### src/rtl/scd_pkg.sv
// Package for the power-up switch configuration decoder.
// Assumes one 20 MHz system clock and a synchronous active-low reset.
package scd_pkg;

    localparam int unsigned CLK_HZ        = 20_000_000;
    localparam int unsigned FLASH_MS      = 250;
    localparam int unsigned FLASH_CYC     = (CLK_HZ / 1000) * FLASH_MS;
    localparam int unsigned SETTLE_US     = 10;
    localparam int unsigned SETTLE_CYC    = (CLK_HZ / 1_000_000) * SETTLE_US;
    localparam int unsigned CNT_W         = 24;

    // Switch positions within the 8-bit switch vector (bit 0 = switch 1)
    localparam int unsigned SW_TEST       = 0;
    localparam int unsigned SW_BAUD_HI    = 1;
    localparam int unsigned SW_BAUD_LO    = 2;
    localparam int unsigned SW_ADDR_MSB   = 3;
    localparam int unsigned SW_ADDR_LSB   = 7;
    localparam int unsigned ADDR_W        = 5;

    localparam int unsigned MAX_MASTERS   = 31;
    localparam int unsigned MAX_SLAVES    = 15;
    localparam int unsigned MAX_CHANNELS  = 16;

    typedef enum logic [1:0] {
        SCD_BAUD_9600  = 2'b00,
        SCD_BAUD_19200 = 2'b01,
        SCD_BAUD_38400 = 2'b10,
        SCD_BAUD_BAD   = 2'b11
    } scd_baud_t;

    typedef enum logic [1:0] {
        SCD_ST_SETTLE = 2'b00,
        SCD_ST_INIT   = 2'b01,
        SCD_ST_RUN    = 2'b10,
        SCD_ST_TEST   = 2'b11
    } scd_state_t;

    typedef struct packed {
        logic       test_mode;
        scd_baud_t  baud;
        logic [4:0] addr;
        logic       link_en;
        logic       cfg_err;
    } scd_cfg_t;

    // LED vector: bit 2 red, bit 1 orange, bit 0 green
    typedef struct packed {
        logic red;
        logic orange;
        logic green;
    } scd_led_t;

    localparam scd_cfg_t CFG_RST = '{1'b0, SCD_BAUD_9600, 5'h00, 1'b0, 1'b0};
    localparam scd_led_t LED_OFF = '{1'b0, 1'b0, 1'b0};

endpackage

### src/rtl/scd_switch_config_decoder.sv
// Power-up switch decoder: latches the eight switches once after reset
// and drives LED pattern, baud select, station address and link enable.
// Assumes rst_n_i is held low by a power-on reset; switches are pins.
`timescale 1ns/1ps

module scd_switch_config_decoder
    import scd_pkg::*;
#(
    parameter int unsigned FLASH_CYCLES  = FLASH_CYC,
    parameter int unsigned SETTLE_CYCLES = SETTLE_CYC,
    parameter int unsigned INIT_FLASHES  = 4
) (
    input  wire logic       ref_clk_i,
    input  wire logic       rst_n_i,
    input  wire logic [7:0] switch_i,
    input  wire logic       init_done_i,
    output logic            cfg_valid_o,
    output scd_cfg_t        cfg_o,
    output scd_led_t        led_o,
    output logic [4:0]      max_slaves_o,
    output logic [4:0]      max_channels_o
);

    function automatic scd_baud_t decode_baud(input logic [7:0] sw);
        return scd_baud_t'({sw[SW_BAUD_HI], sw[SW_BAUD_LO]});
    endfunction

    function automatic logic [ADDR_W-1:0] decode_addr(input logic [7:0] sw);
        return sw[SW_ADDR_LSB:SW_ADDR_MSB] == '0 ? '0 :
            {sw[SW_ADDR_MSB], sw[SW_ADDR_MSB+1], sw[SW_ADDR_MSB+2],
             sw[SW_ADDR_MSB+3], sw[SW_ADDR_LSB]};
    endfunction

    // Two-stage synchroniser for the switch pins
    logic [7:0] sw_meta_q, sw_sync_q;
    always_ff @(posedge ref_clk_i) begin
        if (!rst_n_i) begin
            sw_meta_q <= 8'h00;
            sw_sync_q <= 8'h00;
        end else begin
            sw_meta_q <= switch_i;
            sw_sync_q <= sw_meta_q;
        end
    end

    scd_state_t       state_q, state_d;
    scd_cfg_t         cfg_q, cfg_d;
    scd_led_t         led_q, led_d;
    logic             valid_q, valid_d;
    logic [CNT_W-1:0] cnt_q, cnt_d;
    logic [1:0]       phase_q, phase_d;
    logic [3:0]       nflash_q, nflash_d;
    logic             tick;

    assign tick = (cnt_q == CNT_W'(FLASH_CYCLES - 1));

    always_comb begin
        state_d  = state_q;
        cfg_d    = cfg_q;
        led_d    = led_q;
        valid_d  = valid_q;
        cnt_d    = tick ? '0 : cnt_q + CNT_W'(1);
        phase_d  = phase_q;
        nflash_d = nflash_q;
        case (state_q)
            SCD_ST_SETTLE: begin
                // Wait for the synchroniser and pin bounce before latching
                led_d = LED_OFF;
                if (cnt_q == CNT_W'(SETTLE_CYCLES - 1)) begin
                    cnt_d = '0;
                    cfg_d.test_mode = sw_sync_q[SW_TEST];
                    cfg_d.baud      = decode_baud(sw_sync_q);
                    cfg_d.addr      = decode_addr(sw_sync_q);
                    cfg_d.cfg_err   = decode_baud(sw_sync_q) == SCD_BAUD_BAD;
                    cfg_d.link_en   = 1'b0;
                    valid_d = 1'b1;
                    state_d = SCD_ST_INIT;
                end
            end
            SCD_ST_INIT: begin
                // Green blinks, red reports a bad baud setting
                led_d.orange = 1'b0;
                led_d.red    = cfg_q.cfg_err;
                if (tick) begin
                    led_d.green = ~led_q.green;
                    // Saturate so a late self-test cannot wrap the count
                    if (nflash_q < 4'(INIT_FLASHES)) begin
                        nflash_d = nflash_q + 4'(1);
                    end
                end
                if (nflash_q >= 4'(INIT_FLASHES) && init_done_i) begin
                    state_d = cfg_q.test_mode ? SCD_ST_TEST : SCD_ST_RUN;
                    led_d   = LED_OFF;
                    phase_d = 2'b00;
                    cfg_d.link_en = ~cfg_q.cfg_err && ~cfg_q.test_mode;
                end
            end
            SCD_ST_RUN: begin
                led_d.green  = 1'b1;
                led_d.orange = 1'b0;
                led_d.red    = cfg_q.cfg_err;
            end
            SCD_ST_TEST: begin
                if (tick) begin
                    phase_d = (phase_q == 2'b10) ? 2'b00 : phase_q + 2'b01;
                end
                led_d.green  = (phase_q == 2'b00);
                led_d.orange = (phase_q == 2'b01);
                led_d.red    = (phase_q == 2'b10);
            end
            default: state_d = SCD_ST_SETTLE;
        endcase
    end

    // Switch-derived configuration is only written in SETTLE (INIT sets only link_en),
    // so later switch moves cannot reach it until reset is asserted again.
    always_ff @(posedge ref_clk_i) begin
        if (!rst_n_i) begin
            state_q  <= SCD_ST_SETTLE;
            cfg_q    <= CFG_RST;
            led_q    <= LED_OFF;
            valid_q  <= 1'b0;
            cnt_q    <= '0;
            phase_q  <= 2'b00;
            nflash_q <= 4'h0;
        end else begin
            state_q  <= state_d;
            cfg_q    <= cfg_d;
            led_q    <= led_d;
            valid_q  <= valid_d;
            cnt_q    <= cnt_d;
            phase_q  <= phase_d;
            nflash_q <= nflash_d;
        end
    end

    // System limits reported to the rest of the device
    logic [4:0] max_slaves_q, max_channels_q;
    always_ff @(posedge ref_clk_i) begin
        if (!rst_n_i) begin
            max_slaves_q   <= 5'h00;
            max_channels_q <= 5'h00;
        end else begin
            max_slaves_q   <= 5'(MAX_SLAVES);
            max_channels_q <= 5'(MAX_CHANNELS);
        end
    end

    assign cfg_valid_o    = valid_q;
    assign cfg_o          = cfg_q;
    assign led_o          = led_q;
    assign max_slaves_o   = max_slaves_q;
    assign max_channels_o = max_channels_q;
endmodule // scd_switch_config_decoder

### config.mk
export PLATFORM = sky130hd
export DESIGN_NAME = scd_switch_config_decoder
export DESIGN_NICKNAME = d
export VERILOG_FILES = /design/src/rtl/scd_pkg.sv /design/src/rtl/scd_switch_config_decoder.sv
export SDC_FILE = /design/constraint.sdc
export NUM_CORES = 1
export LEC_CHECK = 0
export ABC_CLOCK_PERIOD_IN_PS = 2600
export BUFFER_PORTS_ARGS = -buffer_cell sky130_fd_sc_hd__buf_2
export CORE_ASPECT_RATIO = 1.5
export CORE_UTILIZATION = 55
export DETAILED_ROUTE_END_ITERATION = 10
export MAX_ROUTING_LAYER = met4
export PLACE_DENSITY_LB_ADDON = 0.2
export SLEW_MARGIN = 40
export SYNTH_ARGS = -nofsm -noshare
export SYNTH_HDL_FRONTEND = slang
export SYNTH_SLANG_ARGS = --single-unit
### constraint.sdc
create_clock -name ref_clk_i -period 2.6 [get_ports ref_clk_i]
set_clock_uncertainty 0.05 [all_clocks]
set_input_delay 0.52 -clock ref_clk_i [delete_from_list [all_inputs] [get_ports ref_clk_i]]
set_output_delay 0.52 -clock ref_clk_i [all_outputs]
set_load 0.005 [all_outputs]
==> results by group <==
CTS
  • Clock sink count: 63
  • # resized after CTS: 0
  • Cell at the root of the clock tree: clkbuf_8
  • Postcts setup bufs: 0
  • Clock Path Buffers: 2
  • H-tree Lvls: 3
  • Cts bufs inserted: 9
  • Insertion delay to the later sink of the worst-skew pair: 0.34 ns
  • CTS tree: built
  • Clock transition at the registers of the reported paths: approximately 0.070 ns
  • CTS Hold Bufs: 0

Placed design
  • DP HPWL: 4080 µm
  • Area post-placement: 2920 µm²
  • IO Port Bufs: 29
  • Final RePlAce weighted congestion: 0.979

Min path
  • Hold endpoint: sw_meta_q[7]
  • Hold path start: switch_i[7]
  • Worst Hold Depth: 2
  • Hold Path Class: in2reg

Setup path
  • WS Path Type: reg2reg
  • FF-to-FF Start: cnt_q[0]
  • Worst path arrival time: about 2.3 ns
  • Reg2Reg Setup Slack: 0.50 ns
  • Slowest-stage cell, CP: and4_1
  • Worst endpoint required time: around 2.8 ns
  • Register-to-Register Path Depth: 5
  • Worst-path cell chain: ha_1 -> nor2b_1 -> and4_1 -> nand3_1 -> a21oi_1
  • Crit Path Max Fanout: 11
  • Nature of the critical path endpoint: flop
  • Slowest stage delay, CP: 0.54 ns
  • Reg2reg end: cfg_o[2]
  • CP Launch Type: flop

Final layout
  • Share of cells above drive strength 1: 19.2%
  • Area Growth Syn to Fin: 13.1%
  • Commonest cells after routing, fill and taps aside: 63 x dfxtp_1, 29 x buf_2, 22 x o21ai_0, 20 x nand3_1, 19 x and2_1
  • Ant. Diodes: 0
  • Layout net count: around 340
  • Filler instances: around 420
  • Commonest non-fill, non-tap cell in the layout: dfxtp_1
  • Fin area: 3150 µm²

Power
  • P per Cell Area: 639 nW/µm²
  • Worst vdd ir: 0.425 mV
  • P_leak: 1.13 nW

Run status
  • Outcome: finished clean

Route
  • Vias post-DR: 2346
  • Total wire length: 5890 µm
  • # DRC: 0
  • Via density per instance: 5.87
  • DRT Pass-1 Iters: 5
  • Routed WL per cell: roughly 15 µm
  • Iter 0 DRT Violations: 211
  • Antenna-violating nets left: 0

Synth
  • Synth cell types: 48
  • Synth area leaders: dfxtp_1 45%, and2_1 4.3%, o21ai_0 4.0%, nand3_1 3.6%, nand4_1 3.4%
  • Post-synth top area share: 45.3%
  • Post-synth EDFFs: 0
  • Sequential share of the synthesized area: a little under half
  • Synth Flop Type: dfxtp_1
  • Register bit total from synthesis: 63
  • Synth async-reset ratio: 0%
  • Syn avg cell area: around 9.0 µm²
  • Cell count after synthesis: 308
  • Cell taking the most area after synthesis: dfxtp_1
  • Cell area after synthesis: 2790 µm²
  • Synth warn: 0

Timing
  • Tcrit/Tclk final: roughly four fifths
  • Setup TNS: 0 ns
  • Fin. max-slew vios: 0
  • # setup viols final: 0
  • Worst slew pin tran: 0.609 ns
  • Period minus WS final: about 2.1 ns
  • RSZ-0062 raised after global routing: false
  • Worst rel slew slack: 59.1%
  • Final Hold Vio Count: 0
  • Fin Hold WS: 0.335 ns
  • Fmax: 475 MHz

Floorplan
  • # rows: 31
  • Core region area: 4850 µm²
  • Ports: 35
  • Die Span X: roughly 60 µm
  • Die Ht: 89.2 µm
  • Initial Util: ~57%
  • Die Area: roughly 5400 µm²

Global routing
  • Vias in the first global route: approximately 2.1k
  • Largest net degree at the start of global routing: 25
  • Congestion Overflow GR: 0
  • Initial antenna violation count: 0
  • First-pass GRT wire length: 9830 µm
  • Total track usage: 25.5%

Run
  • MaxCap Viol Count: 0
[area by class of cell]
type,count,area (µm²),share of cell area [%]
well taps,66,82.6,2.62
flip-flops and latches,63,1260,40.0
multi-input cells,216,1370,43.5
inverters,4,15.0,0.477
repair buffers,35,190,6.04
clock buffers,10,138,4.37
clock inverters,6,92.6,2.94
[report_power, final]
group          leakage (nW)  switching [mW]  internal, mW
clock                 0.109           0.392         0.570
combinational         0.514          0.0366        0.0239
sequential            0.512         0.00905         0.981
[metal layers]
metal | share of wire, % | wire, µm | track usage (%)
met3 | 3.7 | 218 | 6.51
met1 | 45 | 2630 | 29.4
met5 | 0 | 0 | -
met4 | 1.2 | 72 | 12.5
met2 | 50 | 2970 | 40.4
[synth_stat cells, types with 2 or more instances]
cell and number:
a211oi_1 6, a211oi_2 3, a21oi_1 17, and2_1 19
and3_1 5, and4_1 6, buf_2 8, buf_4 9
clkbuf_1 12, dfxtp_1 63, ha_1 2, inv_1 4
nand2_1 14, nand3_1 20, nand4_1 15, nor2_1 6
nor3_1 14, nor3b_1 2, nor4_1 5, nor4_2 2
nor4bb_1 2, o211ai_1 2, o21a_1 2, o21ai_0 22
o31ai_1 2, or3_1 11, or4_1 2, or4_4 2
xnor2_1 4, xor2_1 9
[critical path, delay by kind of cell, from the launching register on]
kind / cells / cell delay (ns)
fa+ha+maj: 1 / 0.36
simple gates: 3 / 1.07
flops: 1 / 0.39
compound gates: 1 / 0.16
[how the worst max path moves through the flow]
stage,start,endpoint,slack [ns],cells past startpoint
global placement,cnt_q[0],cnt_q[1],0.56,6
CTS,cnt_q[0],cnt_q[7],0.51,6
finish,cnt_q[0],cfg_o[2],0.50,5
floorplan,cnt_q[0],cnt_q[21],0.48,8
detailed placement,cnt_q[0],cfg_o[2],0.51,5
global route,cnt_q[0],cnt_q[10],0.29,6
[logic make-up after synthesis]
kind of cell / synth area share, %
adders and majority gates: 0.898
DFF: 45.3
xor gates and xnor gates: 4.09
and+or+nand+nor: 30.1
AOI/OAI and AO/OA: 13.1
other: 0.135
muxes: 0.359
buffers and inverters: 6.02
[registers in the layout (all words and copies together) (netlist names)]
register and flops:
sw_sync_q 8, sw_meta_q 8, phase_q 2, nflash_q 4, cnt_q 24, state_q 2
cfg_o 10, max_slaves_o 1, cfg_valid_o 1, led_o 3
[metrics by stage]
stage                     std cells  power [mW]  setup WS, ns  utilization [%]
after floorplan                 312        1.06         0.478                -
after global placement          384        1.07         0.559             60.2
after detailed placement        384        1.07         0.513             60.2
after CTS                       400        2.03         0.508             65.0
after global routing            400        2.09         0.287             65.0
final                           400        2.01         0.496             65.0
Note: power is estimated with default switching activity, not from simulation.
